===== src/bpcc_pkg.sv =====
// Constants shared by the burst and calendar control block
package bpcc_pkg;
	// --------------------------------------------------------------
	// Burst lengths in bytes
	// --------------------------------------------------------------
	localparam int LEN_W = 10;
	localparam logic [LEN_W-1:0] BURST_128 = 10'h080;
	localparam logic [LEN_W-1:0] BURST_256 = 10'h100;
	localparam logic [LEN_W-1:0] SHORT_16  = 10'h010;
	localparam logic [LEN_W-1:0] SHORT_32  = 10'h020;
	localparam logic [LEN_W-1:0] SHORT_64  = 10'h040;
	// --------------------------------------------------------------
	// Datapath widths
	// --------------------------------------------------------------
	localparam int DW_128 = 128;
	localparam int DW_512 = 512;
	// --------------------------------------------------------------
	// Control word layout
	// --------------------------------------------------------------
	localparam int CAL_PAGE_W    = 16;
	localparam int CW_CAL_LSB    = 40;
	localparam int CW_CALRST_BIT = 56;
	localparam int CW_CHAN_BIT   = 32;
	localparam int CW_BURST_BIT  = 63;
	localparam int PAGE_IDX_W    = 4;
	// --------------------------------------------------------------
	// Register map
	// --------------------------------------------------------------
	localparam int AXI_AW = 8;
	localparam logic [7:0]  REG_CTRL_OFS   = 8'h00;
	localparam logic [7:0]  REG_BURST_OFS  = 8'h04;
	localparam logic [7:0]  REG_CAL_OFS    = 8'h08;
	localparam logic [7:0]  REG_COUNT_OFS  = 8'h0C;
	localparam logic [31:0] CTRL_RESET     = 32'h0000_0003;
	localparam int          BURST_SHORT_LSB = 16;
	localparam logic [1:0]  RESP_OKAY      = 2'h0;
	localparam logic [1:0]  RESP_SLVERR    = 2'h2;
	// --------------------------------------------------------------
	// Transmit states
	// --------------------------------------------------------------
	typedef enum logic [0:0] {
		TX_IDLE,
		TX_DATA
	} bpcc_txstate_type;
endpackage


===== src/bpcc_stream_if.sv =====
// Streaming channel between the sorter and a receive port
`timescale 1ns/1ps
`default_nettype none
interface bpcc_stream_if #(
	parameter int DW = 256,
	parameter int EW = 5
);
	logic [DW-1:0] data;
	logic [EW-1:0] empty;
	logic          sop;
	logic          eop;
	logic          valid;
	logic          ready;
	modport src (output data, empty, sop, eop, valid, input ready);
	modport snk (input data, empty, sop, eop, valid, output ready);
endinterface
`default_nettype wire


===== src/bpcc_burst_cfg.sv =====
// Resolves the effective burst-max and burst-short lengths
`timescale 1ns/1ps
`default_nettype none
module bpcc_burst_cfg #(
	parameter int DW              = 256,
	parameter bit DYN_BURST       = 1'b0,
	parameter bit STATIC_MAX_256  = 1'b0,
	parameter bit STATIC_SHORT_64 = 1'b0
) (
	// Clock and reset
	input  wire logic                      ref_clk,
	input  wire logic                      rst,
	// Run-time selection
	input  wire logic                      burstMaxSel,
	input  wire logic                      burstShortSel,
	// Effective lengths in bytes
	output var  logic [bpcc_pkg::LEN_W-1:0] burstMax_reg,
	output var  logic [bpcc_pkg::LEN_W-1:0] burstShort_reg
);
	logic [bpcc_pkg::LEN_W-1:0] burstMax_next;
	logic [bpcc_pkg::LEN_W-1:0] burstShort_next;

	always_comb begin
		if (DYN_BURST) begin
			burstMax_next = burstMaxSel ? bpcc_pkg::BURST_256 : bpcc_pkg::BURST_128;
		end else begin
			burstMax_next = STATIC_MAX_256 ? bpcc_pkg::BURST_256 : bpcc_pkg::BURST_128;
		end
		if (DW == bpcc_pkg::DW_512) begin
			if (DYN_BURST ? burstShortSel : STATIC_SHORT_64) begin
				burstShort_next = bpcc_pkg::SHORT_64;
			end else begin
				burstShort_next = bpcc_pkg::SHORT_32;
			end
		end else if (DW == bpcc_pkg::DW_128) begin
			burstShort_next = bpcc_pkg::SHORT_16;
		end else begin
			burstShort_next = bpcc_pkg::SHORT_32;
		end
	end

	always_ff @(posedge ref_clk or posedge rst) begin
		if (rst) begin
			burstMax_reg   <= bpcc_pkg::BURST_128;
			burstShort_reg <= bpcc_pkg::SHORT_32;
		end else begin
			burstMax_reg   <= burstMax_next;
			burstShort_reg <= burstShort_next;
		end
	end
endmodule // bpcc_burst_cfg
`default_nettype wire


===== src/bpcc_rx_port.sv =====
// Registered output stage of one receive user channel
`timescale 1ns/1ps
`default_nettype none
module bpcc_rx_port #(
	parameter int DW = 256,
	parameter int EW = 5
) (
	// Clock and reset
	input  wire logic          ref_clk,
	input  wire logic          rst,
	// Sorted link data
	bpcc_stream_if.snk         inStream,
	// Application side
	input  wire logic          appReady,
	output var  logic [DW-1:0] data_reg,
	output var  logic [EW-1:0] empty_reg,
	output var  logic          sop_reg,
	output var  logic          eop_reg,
	output var  logic          valid_reg
);
	logic ready_reg;

	assign inStream.ready = ready_reg;

	always_ff @(posedge ref_clk or posedge rst) begin
		if (rst) begin
			data_reg  <= '0;
			empty_reg <= '0;
			sop_reg   <= 1'b0;
			eop_reg   <= 1'b0;
			valid_reg <= 1'b0;
			ready_reg <= 1'b1;
		end else begin
			data_reg  <= inStream.data;
			empty_reg <= inStream.empty;
			sop_reg   <= inStream.sop;
			eop_reg   <= inStream.eop;
			valid_reg <= inStream.valid;
			ready_reg <= appReady;
		end
	end
endmodule // bpcc_rx_port
`default_nettype wire


===== src/bpcc_burst_cal_ctl.sv =====
// Burst framing, channel arbitration, sorting and flow-control calendar
//
// Design decisions made here: the register offsets and the AXI4-Lite interface to the registers.
`timescale 1ns/1ps
`default_nettype none
module bpcc_burst_cal_ctl #(
	parameter int DW              = 256,
	parameter bit DYN_BURST       = 1'b0,
	parameter bit STATIC_MAX_256  = 1'b0,
	parameter bit STATIC_SHORT_64 = 1'b0,
	parameter bit EXPOSE_CAL      = 1'b0,
	parameter int CAL_PAGES       = 1,
	parameter int EW              = $clog2(DW / 8),
	parameter int CAL_W           = CAL_PAGES * bpcc_pkg::CAL_PAGE_W
) (
	// Clock and reset
	input  wire logic                          ref_clk,
	input  wire logic                          rst,
	// Register bus
	input  wire logic [bpcc_pkg::AXI_AW-1:0]   s_axi_awaddr,
	input  wire logic                          s_axi_awvalid,
	output var  logic                          s_axi_awready,
	input  wire logic [31:0]                   s_axi_wdata,
	input  wire logic [3:0]                    s_axi_wstrb,
	input  wire logic                          s_axi_wvalid,
	output var  logic                          s_axi_wready,
	output var  logic [1:0]                    s_axi_bresp,
	output var  logic                          s_axi_bvalid,
	input  wire logic                          s_axi_bready,
	input  wire logic [bpcc_pkg::AXI_AW-1:0]   s_axi_araddr,
	input  wire logic                          s_axi_arvalid,
	output var  logic                          s_axi_arready,
	output var  logic [31:0]                   s_axi_rdata,
	output var  logic [1:0]                    s_axi_rresp,
	output var  logic                          s_axi_rvalid,
	input  wire logic                          s_axi_rready,
	// Transmit user channels
	input  wire logic [1:0][DW-1:0]            txChData,
	input  wire logic [1:0][EW-1:0]            txChEmpty,
	input  wire logic [1:0]                    txChSop,
	input  wire logic [1:0]                    txChEop,
	input  wire logic [1:0]                    txChValid,
	output var  logic [1:0]                    txChReady,
	// Receive user channels
	output var  logic [1:0][DW-1:0]            rxChData,
	output var  logic [1:0][EW-1:0]            rxChEmpty,
	output var  logic [1:0]                    rxChSop,
	output var  logic [1:0]                    rxChEop,
	output var  logic [1:0]                    rxChValid,
	input  wire logic [1:0]                    rxChReady,
	// Run-time burst selection
	input  wire logic                          burstMaxSel,
	input  wire logic                          burstShortSel,
	// Calendar ports
	input  wire logic [CAL_W-1:0]              txCalIn,
	output var  logic [CAL_W-1:0]              rxCalOut,
	// Link transmit
	output var  logic [DW-1:0]                 linkTxData,
	output var  logic                          linkTxCtrl,
	output var  logic                          linkTxSop,
	output var  logic                          linkTxEop,
	output var  logic [EW-1:0]                 linkTxEmpty,
	output var  logic                          linkTxValid,
	input  wire logic                          linkTxReady,
	// Link receive
	input  wire logic [DW-1:0]                 linkRxData,
	input  wire logic                          linkRxCtrl,
	input  wire logic                          linkRxSop,
	input  wire logic                          linkRxEop,
	input  wire logic [EW-1:0]                 linkRxEmpty,
	input  wire logic                          linkRxValid
);
	localparam int LW = bpcc_pkg::LEN_W;
	localparam int PW = bpcc_pkg::PAGE_IDX_W;
	localparam int PG = bpcc_pkg::CAL_PAGE_W;
	localparam logic [PW-1:0] LAST_PAGE = EXPOSE_CAL ? PW'(CAL_PAGES - 1) : '0;
	localparam logic [LW-1:0] BEAT_BYTES = LW'(DW / 8);

	// --------------------------------------------------------------
	// Burst configuration
	// --------------------------------------------------------------
	logic [LW-1:0] burstMax;
	logic [LW-1:0] burstShort;

	bpcc_burst_cfg #(
		.DW              (DW),
		.DYN_BURST       (DYN_BURST),
		.STATIC_MAX_256  (STATIC_MAX_256),
		.STATIC_SHORT_64 (STATIC_SHORT_64)
	) u_cfg (
		.ref_clk        (ref_clk),
		.rst            (rst),
		.burstMaxSel    (burstMaxSel),
		.burstShortSel  (burstShortSel),
		.burstMax_reg   (burstMax),
		.burstShort_reg (burstShort)
	);

	// --------------------------------------------------------------
	// Receive sorting
	// --------------------------------------------------------------
	logic             rxCh_reg, rxCh_next;
	logic [PW-1:0]    rxPage_reg, rxPage_next;
	logic [CAL_W-1:0] rxCal_reg, rxCal_next;
	logic [1:0]       rxSinkReady;
	logic [PW-1:0]    rxPageIdx;

	bpcc_stream_if #(.DW(DW), .EW(EW)) rxSortIf [2] ();

	for (genvar g = 0; g < 2; g++) begin : gRxPort
		assign rxSortIf[g].data  = linkRxData;
		assign rxSortIf[g].empty = linkRxEmpty;
		assign rxSortIf[g].sop   = linkRxSop;
		assign rxSortIf[g].eop   = linkRxEop;
		assign rxSortIf[g].valid = linkRxValid && !linkRxCtrl
			&& (rxCh_reg == 1'(g));
		assign rxSinkReady[g] = rxSortIf[g].ready;

		bpcc_rx_port #(.DW(DW), .EW(EW)) u_port (
			.ref_clk   (ref_clk),
			.rst       (rst),
			.inStream  (rxSortIf[g]),
			.appReady  (rxChReady[g]),
			.data_reg  (rxChData[g]),
			.empty_reg (rxChEmpty[g]),
			.sop_reg   (rxChSop[g]),
			.eop_reg   (rxChEop[g]),
			.valid_reg (rxChValid[g])
		);
	end

	always_comb begin
		rxCh_next   = rxCh_reg;
		rxPage_next = rxPage_reg;
		rxCal_next  = rxCal_reg;
		rxPageIdx   = linkRxData[bpcc_pkg::CW_CALRST_BIT] ? '0 : rxPage_reg;
		if (linkRxValid && linkRxCtrl) begin
			rxCh_next = linkRxData[bpcc_pkg::CW_CHAN_BIT];
			rxCal_next[32'(rxPageIdx) * PG +: PG] =
				linkRxData[bpcc_pkg::CW_CAL_LSB +: PG];
			rxPage_next = (rxPageIdx == LAST_PAGE) ? '0 : rxPageIdx + 1'b1;
		end
	end

	always_ff @(posedge ref_clk or posedge rst) begin
		if (rst) begin
			rxCh_reg   <= 1'b0;
			rxPage_reg <= '0;
			rxCal_reg  <= '1;
		end else begin
			rxCh_reg   <= rxCh_next;
			rxPage_reg <= rxPage_next;
			rxCal_reg  <= rxCal_next;
		end
	end

	assign rxCalOut = rxCal_reg;

	// --------------------------------------------------------------
	// Transmit arbitration and burst framing
	// --------------------------------------------------------------
	bpcc_pkg::bpcc_txstate_type state_reg, state_next;
	logic          curCh_reg, curCh_next;
	logic [LW-1:0] count_reg, count_next;
	logic [PW-1:0] txPage_reg, txPage_next;
	logic [1:0]    ready_reg, ready_next;
	logic [DW-1:0] oData_reg, oData_next;
	logic          oCtrl_reg, oCtrl_next;
	logic          oSop_reg, oSop_next;
	logic          oEop_reg, oEop_next;
	logic [EW-1:0] oEmpty_reg, oEmpty_next;
	logic          oValid_reg, oValid_next;
	logic [31:0]   bursts_reg, bursts_next;
	logic [31:0]   ctrl_reg;
	logic [1:0]    txXon;
	logic [1:0]    cand;
	logic          pick;
	logic [PG-1:0] txPageBits;
	logic [LW-1:0] beatCount;

	always_comb begin
		txXon = EXPOSE_CAL ? 2'h3 : rxCal_reg[1:0];
		cand  = txChValid & txXon & ctrl_reg[1:0];
		pick  = cand[~curCh_reg] ? ~curCh_reg : curCh_reg;
		if (EXPOSE_CAL) begin
			txPageBits = txCalIn[32'(txPage_reg) * PG +: PG];
		end else begin
			txPageBits = {{(PG - 2){1'b0}}, rxSinkReady};
		end
		beatCount   = count_reg + BEAT_BYTES - LW'(txChEmpty[curCh_reg]);
		state_next  = state_reg;
		curCh_next  = curCh_reg;
		count_next  = count_reg;
		txPage_next = txPage_reg;
		ready_next  = 2'h0;
		oData_next  = oData_reg;
		oCtrl_next  = oCtrl_reg;
		oSop_next   = oSop_reg;
		oEop_next   = oEop_reg;
		oEmpty_next = oEmpty_reg;
		oValid_next = oValid_reg && !linkTxReady;
		bursts_next = bursts_reg;
		case (state_reg)
			bpcc_pkg::TX_IDLE: begin
				if (!oValid_next && (cand != 2'h0)) begin
					oData_next = '0;
					oData_next[bpcc_pkg::CW_BURST_BIT]  = 1'b1;
					oData_next[bpcc_pkg::CW_CHAN_BIT]   = pick;
					oData_next[bpcc_pkg::CW_CALRST_BIT] = (txPage_reg == '0);
					oData_next[bpcc_pkg::CW_CAL_LSB +: PG] = txPageBits;
					oCtrl_next  = 1'b1;
					oSop_next   = 1'b0;
					oEop_next   = 1'b0;
					oEmpty_next = '0;
					oValid_next = 1'b1;
					txPage_next = (txPage_reg == LAST_PAGE) ? '0
						: txPage_reg + 1'b1;
					curCh_next  = pick;
					count_next  = '0;
					bursts_next = bursts_reg + 32'h0000_0001;
					state_next  = bpcc_pkg::TX_DATA;
				end
			end
			bpcc_pkg::TX_DATA: begin
				if (ready_reg[curCh_reg] && txChValid[curCh_reg]) begin
					oData_next  = txChData[curCh_reg];
					oCtrl_next  = 1'b0;
					oSop_next   = txChSop[curCh_reg];
					oEop_next   = txChEop[curCh_reg];
					oEmpty_next = txChEmpty[curCh_reg];
					oValid_next = 1'b1;
					count_next  = beatCount;
					// burst ends at eop, at max size, or, with EXPOSE_CAL clear, at short size when the channel is off in the calendar
					if (txChEop[curCh_reg] || (beatCount >= burstMax)) begin
						state_next = bpcc_pkg::TX_IDLE;
					end else if (!txXon[curCh_reg] && (beatCount >= burstShort)) begin
						state_next = bpcc_pkg::TX_IDLE;
					end
				end else if (!oValid_next) begin
					ready_next[curCh_reg] = 1'b1;
				end
			end
			default: begin
				state_next = bpcc_pkg::TX_IDLE;
			end
		endcase
	end

	always_ff @(posedge ref_clk or posedge rst) begin
		if (rst) begin
			state_reg  <= bpcc_pkg::TX_IDLE;
			curCh_reg  <= 1'b1;
			count_reg  <= '0;
			txPage_reg <= '0;
			ready_reg  <= 2'h0;
			oData_reg  <= '0;
			oCtrl_reg  <= 1'b0;
			oSop_reg   <= 1'b0;
			oEop_reg   <= 1'b0;
			oEmpty_reg <= '0;
			oValid_reg <= 1'b0;
			bursts_reg <= 32'h0000_0000;
		end else begin
			state_reg  <= state_next;
			curCh_reg  <= curCh_next;
			count_reg  <= count_next;
			txPage_reg <= txPage_next;
			ready_reg  <= ready_next;
			oData_reg  <= oData_next;
			oCtrl_reg  <= oCtrl_next;
			oSop_reg   <= oSop_next;
			oEop_reg   <= oEop_next;
			oEmpty_reg <= oEmpty_next;
			oValid_reg <= oValid_next;
			bursts_reg <= bursts_next;
		end
	end

	assign txChReady   = ready_reg;
	assign linkTxData  = oData_reg;
	assign linkTxCtrl  = oCtrl_reg;
	assign linkTxSop   = oSop_reg;
	assign linkTxEop   = oEop_reg;
	assign linkTxEmpty = oEmpty_reg;
	assign linkTxValid = oValid_reg;

	// --------------------------------------------------------------
	// Register bus slave
	// --------------------------------------------------------------
	logic                       awHeld_reg, awHeld_next;
	logic                       wHeld_reg, wHeld_next;
	logic [bpcc_pkg::AXI_AW-1:0] awAddr_reg, awAddr_next;
	logic [31:0]                wData_reg, wData_next;
	logic                       wStrb0_reg, wStrb0_next;
	logic [31:0]                ctrl_next;
	logic                       awready_reg, awready_next;
	logic                       wready_reg, wready_next;
	logic                       bvalid_reg, bvalid_next;
	logic [1:0]                 bresp_reg, bresp_next;
	logic                       arready_reg, arready_next;
	logic                       rvalid_reg, rvalid_next;
	logic [1:0]                 rresp_reg, rresp_next;
	logic [31:0]                rdata_reg, rdata_next;

	always_comb begin
		awHeld_next  = awHeld_reg;
		wHeld_next   = wHeld_reg;
		awAddr_next  = awAddr_reg;
		wData_next   = wData_reg;
		wStrb0_next  = wStrb0_reg;
		ctrl_next    = ctrl_reg;
		bvalid_next  = bvalid_reg && !s_axi_bready;
		bresp_next   = bresp_reg;
		rvalid_next  = rvalid_reg && !s_axi_rready;
		rresp_next   = rresp_reg;
		rdata_next   = rdata_reg;
		if (s_axi_awvalid && awready_reg) begin
			awHeld_next = 1'b1;
			awAddr_next = s_axi_awaddr;
		end
		if (s_axi_wvalid && wready_reg) begin
			wHeld_next  = 1'b1;
			wData_next  = s_axi_wdata;
			wStrb0_next = s_axi_wstrb[0];
		end
		if (awHeld_next && wHeld_next && !bvalid_reg) begin
			awHeld_next = 1'b0;
			wHeld_next  = 1'b0;
			bvalid_next = 1'b1;
			bresp_next  = bpcc_pkg::RESP_OKAY;
			case (awAddr_next)
				bpcc_pkg::REG_CTRL_OFS: begin
					if (wStrb0_next) begin
						ctrl_next = {30'h0000_0000, wData_next[1:0]};
					end
				end
				bpcc_pkg::REG_BURST_OFS, bpcc_pkg::REG_CAL_OFS,
				bpcc_pkg::REG_COUNT_OFS: begin
					bresp_next = bpcc_pkg::RESP_OKAY;
				end
				default: begin
					bresp_next = bpcc_pkg::RESP_SLVERR;
				end
			endcase
		end
		if (s_axi_arvalid && arready_reg) begin
			rvalid_next = 1'b1;
			rresp_next  = bpcc_pkg::RESP_OKAY;
			rdata_next  = 32'h0000_0000;
			case (s_axi_araddr)
				bpcc_pkg::REG_CTRL_OFS: rdata_next = ctrl_reg;
				bpcc_pkg::REG_BURST_OFS: begin
					rdata_next[LW-1:0] = burstMax;
					rdata_next[bpcc_pkg::BURST_SHORT_LSB +: LW] = burstShort;
				end
				bpcc_pkg::REG_CAL_OFS: begin
					rdata_next = {txPageBits, rxCal_reg[PG-1:0]};
				end
				bpcc_pkg::REG_COUNT_OFS: rdata_next = bursts_reg;
				default: rresp_next = bpcc_pkg::RESP_SLVERR;
			endcase
		end
		awready_next = !awHeld_next && !bvalid_next;
		wready_next  = !wHeld_next && !bvalid_next;
		arready_next = !rvalid_next;
	end

	always_ff @(posedge ref_clk or posedge rst) begin
		if (rst) begin
			awHeld_reg  <= 1'b0;
			wHeld_reg   <= 1'b0;
			awAddr_reg  <= '0;
			wData_reg   <= 32'h0000_0000;
			wStrb0_reg  <= 1'b0;
			ctrl_reg    <= bpcc_pkg::CTRL_RESET;
			awready_reg <= 1'b0;
			wready_reg  <= 1'b0;
			bvalid_reg  <= 1'b0;
			bresp_reg   <= bpcc_pkg::RESP_OKAY;
			arready_reg <= 1'b0;
			rvalid_reg  <= 1'b0;
			rresp_reg   <= bpcc_pkg::RESP_OKAY;
			rdata_reg   <= 32'h0000_0000;
		end else begin
			awHeld_reg  <= awHeld_next;
			wHeld_reg   <= wHeld_next;
			awAddr_reg  <= awAddr_next;
			wData_reg   <= wData_next;
			wStrb0_reg  <= wStrb0_next;
			ctrl_reg    <= ctrl_next;
			awready_reg <= awready_next;
			wready_reg  <= wready_next;
			bvalid_reg  <= bvalid_next;
			bresp_reg   <= bresp_next;
			arready_reg <= arready_next;
			rvalid_reg  <= rvalid_next;
			rresp_reg   <= rresp_next;
			rdata_reg   <= rdata_next;
		end
	end

	assign s_axi_awready = awready_reg;
	assign s_axi_wready  = wready_reg;
	assign s_axi_bvalid  = bvalid_reg;
	assign s_axi_bresp   = bresp_reg;
	assign s_axi_arready = arready_reg;
	assign s_axi_rvalid  = rvalid_reg;
	assign s_axi_rresp   = rresp_reg;
	assign s_axi_rdata   = rdata_reg;
endmodule // bpcc_burst_cal_ctl
`default_nettype wire


===== config.mk =====
export PLATFORM = sky130hd
export DESIGN_NAME = bpcc_burst_cal_ctl
export DESIGN_NICKNAME = d
export VERILOG_FILES = /design/src/bpcc_pkg.sv /design/src/bpcc_stream_if.sv /design/src/bpcc_burst_cfg.sv /design/src/bpcc_rx_port.sv /design/src/bpcc_burst_cal_ctl.sv
export SDC_FILE = /design/constraint.sdc
export NUM_CORES = 1
export LEC_CHECK = 0
export BUFFER_PORTS_ARGS = -buffer_cell sky130_fd_sc_hd__buf_2
export CORE_AREA = 3 3 662 664
export DETAILED_ROUTE_END_ITERATION = 7
export DIE_AREA = 0 0 665 667
export PLACE_DENSITY = 0.3
export SLEW_MARGIN = 40
export SYNTH_ARGS = -nofsm -noshare
export SYNTH_HDL_FRONTEND = slang
export SYNTH_SLANG_ARGS = --single-unit

===== constraint.sdc =====
create_clock -name ref_clk -period 58.5 [get_ports ref_clk]
set_input_delay 5.85 -clock ref_clk [delete_from_list [all_inputs] [get_ports ref_clk]]
set_output_delay 5.85 -clock ref_clk [all_outputs]
set_load 0.03 [all_outputs]

==> results of run 1 <==
==> area by class of cell <==
class                      count  area [um^2]
antenna                       93          233
clock buffer                 139         2880
clock inverter                37          528
fill                       50300       390000
inverter                      19         78.8
multi-input combinational   1214         7660
sequential                   657        16500
tap                         5734         7170
timing repair buffer        1699         8680
==> layer usage <==
| metal | share of wire [%] | wire length [um] | up-vias |
|---|---|---|---|
| li1 | - | - | 10300 |
| met2 | 52 | 148000 | 1575 |
| met4 | 3.1 | 8810 | 116 |
| met5 | 0.28 | 782 | - |
| met1 | 33 | 94200 | 12300 |
| met3 | 11 | 31600 | 598 |
==> synth_stat cells (3+ instances only) <==
master    instances  area, um^2
dfrtp_1         636       15900
nand2_1         380        1430
buf_4           273        2050
o21ai_1         266        1330
mux2i_1         264        2640
clkbuf_1         55         206
o21ai_0          43         215
nand3_1          42         210
buf_2            36         180
xnor2_1          32         280
dfstp_2          21         552
ha_1             21         263
nor2_1           19        71.3
inv_1            17        63.8
mux2_2           17         191
a22oi_1          15         113
buf_1            13        48.8
a21oi_1           9        45.0
nor2b_1           9        56.3
xor2_1            9        78.8
and3_1            8        50.1
nor3_1            8        40.0
o31ai_1           6        45.0
a21o_1            5        37.5
nand4_1           5        31.3
a211oi_1          4        30.0
nand2b_1          4        25.0
a22o_1            3        26.3
and4_1            3        26.3
nor3b_1           3        22.5
or2_2             3        18.8
==> metrics by stage <==
stage | area [um^2] | setup slack [ns] | utilization, %
after floorplan | 26700 | 34.27 | -
after global placement | 40000 | 48.95 | 9.22
after detailed placement | 40000 | 49.16 | 9.23
after CTS | 43400 | 50.13 | 10.0
after global routing | 43600 | 49.81 | 10.1
final | 43700 | 50.28 | 10.1
==> kinds of logic (layout without fill, tap and decap cells) <==
kind of cell | Yosys count | in the layout
xor+xnor | 41 | 41
buf+inv | 397 | 1894
compound gates | 363 | 363
fa+ha+maj | 22 | 22
flops | 657 | 657
other cells | 1 | 95
mux | 283 | 283
simple gates | 503 | 503
==> worst max path at each step <==
stage,startpoint,endpoint,slack [ns],cells after the start
after CTS,rst,gRxPort[1].u_port.data_reg[39],50.13,6
after floorplan,rst,awAddr_reg[0],34.27,1
after global routing,rst,gRxPort[1].u_port.data_reg[248],49.81,6
after detailed placement,rst,gRxPort[1].u_port.data_reg[61],49.16,6
after global placement,rst,gRxPort[1].u_port.data_reg[243],48.95,6
final,rst,gRxPort[1].u_port.data_reg[39],50.28,6
==> worst register-to-register path: cells and delay by family, from the launching register on <==
family                     cells  cell delay (ns)
xor gates and xnor gates       1             0.19
buffers and inverters          1             0.50
and+or+nand+nor                2             0.28
AOI/OAI and AO/OA              3             0.81
adders and majority gates      2             0.71
DFF                            1             1.01
muxes                          1             0.69
==> power by group through the flow <==
stage | combinational, uW | sequential, uW | clock [uW]
detailed placement | 789 | 650 | 0
CTS | 790 | 643 | 673
global placement | 789 | 647 | 0
floorplan | 242 | 817 | 0
global route | 813 | 654 | 685
finish | 760 | 639 | 641
==> load_flow_metrics.sql, run 1 <==
INSERT INTO impl_metrics (metric_group, metric, value, unit) VALUES
('grt', 'grt_max_degree', '124', ''),
('setup_path', 'cp.arrival', '9.09', 'ns'),
('pwr', 'comb_power_share', '37.2', '%'),
('grt', 'global_route.usage.met2', '22.8', '%'),
('synthesis', 'yosys_register_bits', '657', ''),
('cts', 'number_of_clock_sinks_seen_by_cts', '657', ''),
('synthesis', 'synth-xor-area-share', '1.35', '%'),
('cts', 'cts_repair_resized_insts', '0', ''),
('run', 'max_cap_violations', '0', ''),
('cts', 'tritoncts_clock_tree', 'done', ''),
('sta', 'timing.final.crit_share', '14.1', '%'),
('pwr', 'clock_power_share', '31.4', '%'),
('pwr', 'power_switching', '889', 'uW'),
('route', 'ant_nets', '0', ''),
('setup_path', 'r2r_slack', '54.20', 'ns'),
('die', 'number_of_placement_rows', '242', ''),
('route', 'post-route-drc-count', '0', ''),
('sta', 'final_period_minus_worst_setup_slack', '8.22', 'ns'),
('setup_path', 'critPathMostFrequentCell', 'buf_4', ''),
('grt', 'grt_first_pass_wirelength', '338000', 'um'),
('placement', 'gp_congestion', '0.954', ''),
('sta', 'slew_headroom', '35.7', '%'),
('setup_path', 'critical_path.slowest_cell', 'buf_4', ''),
('setup_path', 'critical_path_class', 'in2async', ''),
('setup_path', 'path_delay_family', 'buffers and inverters', ''),
('worst_hold_path', 'whs_endpoint', 'rxCalOut[13]', ''),
('setup_path', 'critPathRequiredTime', '59.36', 'ns'),
('setup_path', 'worstPathCellList', 'buf_2 -> inv_8 -> buf_4 -> buf_4 -> buf_4 -> buf_6', ''),
('final_layout', 'final_layout_size_suffix_gt1_share', '51.1', '%'),
('grt', 'grt_use_met3', '5.75', '%'),
('cts', 'ctsHoldBuffers', '0', ''),
('grt', 'grt.busiest_layer', 'met2', ''),
('pwr', 'report.power.total', '2040', 'uW'),
('synthesis', 'yosys.area_share.simple', '8.08', '%'),
('setup_path', 'worst_path_largest_cell_delay', '0.63', 'ns'),
('synthesis', 'synth_sequential_area_ratio', '61.8', '%'),
('die', 'die_area', '444000', 'um^2'),
('placement', 'detailedPlacementHpwl', '252000', 'um'),
('pwr', 'netSwitchingFraction', '43.6', '%'),
('setup_path', 'r2r_end', 'state_reg', ''),
('sta', 'max_freq', '122', 'MHz'),
('pwr', 'intPower', '1150', 'uW'),
('synthesis', 'netlist_instances', '2267', ''),
('route', 'routed_wire_length_per_instance', '29.6', 'um'),
('run_status', 'run_status', 'complete, no violations', ''),
('final_layout', 'finish.net_count', '4584', ''),
('cts', 'cts.root.buffer_cell', 'clkbuf_16', ''),
('sta', 'report.final.slew_viol_count', '0', ''),
('grt', 'grt_remaining_overflow', '0', ''),
('synthesis', 'synth_top_flop_cell', 'dfrtp_1', ''),
('route', 'dr.first_iter.drc_count', '1497', ''),
('cts', 'clock_insertion_delay_worst_skew', '0.80', 'ns'),
('worst_hold_path', 'min_from', 'rxCalOut[13]', ''),
('placement', 'port_buffers', '1671', ''),
('cts', 'cts_setup_buffers', '0', ''),
('setup_path', 'timing.critical_path.to_type', 'async pin', ''),
('grt', 'grtUsageMet1', '12.1', '%'),
('synthesis', 'combinational_family_with_the_most_area_after_synthesis', 'multiplexers', ''),
('setup_path', 'worstReg2RegStart', 'curCh_reg', ''),
('synthesis', 'synth.lib_cells_used.distinct', '59', ''),
('route', 'num_vias', '24900', ''),
('grt', 'number_of_global_route_vias_before_repair', '24500', ''),
('final_layout', 'syn_to_final_growth', '63.9', '%'),
('setup_path', 'r2r_cells', '10', ''),
('grt', 'grt_use_total', '12.3', '%'),
('setup_path', 'critical_path_buf_inv_count', '6', ''),
('sta', 'holdWs', '0.462', 'ns'),
('synthesis', 'adder_and_majority_cell_fraction_of_the_synthesized_area', '1.06', '%'),
('route', 'detail_route.first_pass.iterations', '5', ''),
('cts', 'cts_buffer_depth', '4', ''),
('sta', 'grt_setup_unrepaired', 'false', '');
(Power assumes the default switching activity.)
==> run 2: changes to the inputs <==
--- a/config.mk
+++ b/config.mk
@@ -6,9 +6,9 @@
 export NUM_CORES = 1
 export LEC_CHECK = 0
 export BUFFER_PORTS_ARGS = -buffer_cell sky130_fd_sc_hd__buf_2
-export CORE_AREA = 3 3 662 664
+export CORE_AREA = 3 3 678 680
 export DETAILED_ROUTE_END_ITERATION = 7
-export DIE_AREA = 0 0 665 667
+export DIE_AREA = 0 0 681 683
 export PLACE_DENSITY = 0.3
 export SLEW_MARGIN = 40
 export SYNTH_ARGS = -nofsm -noshare
==> constraint.sdc (replaced) <==
create_clock -name ref_clk -period 6.7 [get_ports ref_clk]
set_input_delay 0.67 -clock ref_clk [delete_from_list [all_inputs] [get_ports ref_clk]]
set_output_delay 0.67 -clock ref_clk [all_outputs]
set_load 0.03 [all_outputs]
==> run 2 against run 1 <==
Effect of this change: cell count up 6.3%; clock-buffer cell count down 7; critical path depth up 4; global-route usage down 0.19 points; die area up 4.9%; clock skew up 0.022 ns; final area up 9.0%; critical path type is now reg2reg; critical endpoint is now linkTxData[20]; highest routed layer unchanged.
==> load_flow_metrics.sql, run 2 (same netlist as run 1, synthesis figures left out) <==
INSERT INTO impl_metrics (metric_group, metric, value, unit) VALUES
('die', 'initial_core_util', '5.86', '%'),
('sta', 'final-hold-violation-count', '0', ''),
('placement', 'placed_cells_incl_taps', '9595', ''),
('die', 'number_of_placement_rows', '248', ''),
('cts', 'number_of_clock_sinks_seen_by_cts', '657', ''),
('setup_path', 'start_kind', 'flop', ''),
('setup_path', 'critical_path_class', 'reg2reg', ''),
('die', 'chip_width', '681', 'um'),
('sta', 'timing.final.crit_share', '54.5', '%'),
('setup_path', 'timing.critical_path.to_type', 'flop', ''),
('route', 'vias_per_cell', '2.58', ''),
('final_layout', 'non_filler_instances', '10200', ''),
('setup_path', 'critPathRequiredTime', '7.34', 'ns'),
('run', 'max_cap_violations', '0', ''),
('die', 'ioPinCount', '1725', ''),
('grt', 'grt_first_pass_wirelength', '350000', 'um'),
('final_layout', 'filler_cell_count', '52500', ''),
('cts', 'tritoncts_clock_tree', 'done', ''),
('cts', 'clock_pin_slew_of_the_registers_on_the_worst_case_setup_and_hold_paths', '0.06', 'ns'),
('final_layout', 'commonest_cells_after_routing_fill_and_taps_aside', 'buf_2 (1671), dfrtp_1 (636), nand2_1 (377)', ''),
('cts', 'clock_insertion_delay_worst_skew', '0.85', 'ns'),
('pwr', 'peakVddDrop', '0.277', 'mV'),
('cts', 'cts_repair_resized_insts', '0', ''),
('die', 'die_height', '683', 'um'),
('die', 'area_inside_the_core_boundary', '455000', 'um^2'),
('pwr', 'power_density_over_the_cells', '382', 'nW/um^2'),
('sta', 'final_period_minus_worst_setup_slack', '3.65', 'ns'),
('final_layout', 'mostFrequentLayoutCell', 'buf_2', ''),
('setup_path', 'worst_path_largest_cell_delay', '0.85', 'ns'),
('cts', 'numCtsBuffers', '97', ''),
('final_layout', 'finish.net_count', '4949', ''),
('sta', 'max_freq', '274', 'MHz'),
('setup_path', 'crit_path_max_fanout', '106', ''),
('worst_hold_path', 'hold_path_class', 'in2reg', ''),
('cts', 'cts.root.buffer_cell', 'clkbuf_16', ''),
('sta', 'holdWs', '0.129', 'ns'),
('route', 'detail_route.first_pass.iterations', '5', ''),
('grt', 'grt_max_degree', '133', ''),
('route', 'routed_wire_length_per_instance', '28.8', 'um'),
('cts', 'cts_buffer_depth', '4', ''),
('sta', 'slew_headroom', '37.6', '%'),
('run_status', 'run_status', 'complete, no violations', ''),
('route', 'dr.first_iter.drc_count', '1509', ''),
('final_layout', 'final_layout_size_suffix_gt1_share', '46.7', '%'),
('placement', 'detailedPlacementHpwl', '260000', 'um'),
('grt', 'number_of_global_route_vias_before_repair', '26300', ''),
('sta', 'grt_setup_unrepaired', 'false', ''),
('sta', 'report.final.slew_viol_count', '0', ''),
('placement', 'port_buffers', '1671', ''),
('sta', 'skew', '0.0582', 'ns'),
('sta', 'max_slew.worst_pin.slew', '0.937', 'ns'),
('route', 'post-route-drc-count', '0', ''),
('grt', 'grt_use_total', '12.1', '%'),
('setup_path', 'cp.arrival', '4.29', 'ns'),
('placement', 'gp_congestion', '0.941', ''),
('cts', 'cts.htree.levels', '3', ''),
('grt', 'grt_remaining_overflow', '0', ''),
('pwr', 'total_leakage_power', '0.0210', 'uW'),
('setup_path', 'critical_path.slowest_cell', 'dfstp_4', ''),
('die', 'die_area', '465000', 'um^2'),
('grt', 'grt_antenna_before_repair', '230', ''),
('route', 'aggregate_routed_wire_length', '294000', 'um'),
('sta', 'setup_viol', '0', ''),
('setup_path', 'worstPathCellList', 'buf_4 -> nand3_1 -> o21ai_1 -> buf_4 -> and2_1 -> nor2_4 -> buf_12 -> buf_16 -> nand2_1 -> o21ai_1', ''),
('final_layout', 'syn_to_final_growth', '78.6', '%'),
('route', 'ant_nets', '0', ''),
('route', 'num_vias', '26300', '');
[run 2: cell types whose count changed in the layout (fill, tap and decap cells not counted), sizes merged]
cell,delta
buf,+10
bufinv,-1
clkbuf,-7
clkinv,+13
clkinvlp,-7
diode,-29
dlygate4sd3,+356
inv,-1
[run 2: metal layers]
layer | global-route usage [%] | vias to the layer above | routed length, um
met2 | 20.8 | 1466 | 143000
met4 | 3.82 | 100 | 11700
met1 | 13.5 | 13200 | 112000
met3 | 4.77 | 545 | 27200
met5 | 0 | - | 700
li1 | - | 11100 | -
[run 2: final cells by class]
cell class / count / area [um^2] / area share, %
diodes: 64 / 160 / 0.336
clock buffers: 132 / 2740 / 5.76
clock inverters: 41 / 543 / 1.14
inverters: 19 / 75.1 / 0.158
multi-input cells: 1214 / 7650 / 16.1
flip-flops and latches: 657 / 16500 / 34.6
well taps: 6000 / 7510 / 15.8
repair buffers: 2065 / 12500 / 26.2
[run 2: where the power goes]
part | total (uW) | internal [uW] | leakage (uW) | switching, uW
Sequential | 5580 | 4930 | 0.00806 | 647
Clock | 5510 | 3250 | 0.00162 | 2250
Combinational | 7080 | 1900 | 0.0113 | 5190
Total | 18200 | 10100 | 0.0210 | 8090
[run 2: what timing repair did]
action                    CTS  global route
hold endpoints to repair  419             0
hold buffers              356             0
setup buffers               0             0
[run 2: worst max-delay path, delay by kind of cell (launching register included)]
family / cells / cell delay (ns)
DFF: 1 / 0.85
AOI/OAI and AO/OA: 2 / 0.19
buffers and inverters: 4 / 1.09
and+or+nand+nor: 4 / 1.10
[run 2: final timing paths]
| check | from | end | slack, ns | depth (start not counted) |
|---|---|---|---|---|
| max in group asynchronous | rst | s_axi_rdata[1] | 4.71 | 6 |
| worst min-delay path | txChData[490] | linkTxData[234] | 0.13 | 3 |
| worst max-delay path | curCh_reg | linkTxData[20] | 3.05 | 10 |
| worst min register to register | rxCalOut[12] | rxCalOut[12] | 0.47 | 2 |
| min in group asynchronous | rst | gRxPort[1].u_port.data_reg[160] | 0.52 | 4 |
| worst max register to register | curCh_reg | linkTxData[20] | 3.05 | 10 |
[run 2: per-stage QoR]
stage / instance area, um^2 / total power (uW) / setup slack (ns) / utilization (%) / TNS (ns)
floorplan: 26700 / 9250 / -2.93 / - / -1874.00
global placement: 40400 / 12700 / 2.98 / 8.89 / 0
detailed placement: 40500 / 12700 / 2.94 / 8.90 / 0
CTS: 47300 / 18700 / 2.92 / 10.4 / 0
global route: 47500 / 19200 / 2.74 / 10.4 / 0
finish: 47600 / 18200 / 3.05 / 10.5 / 0
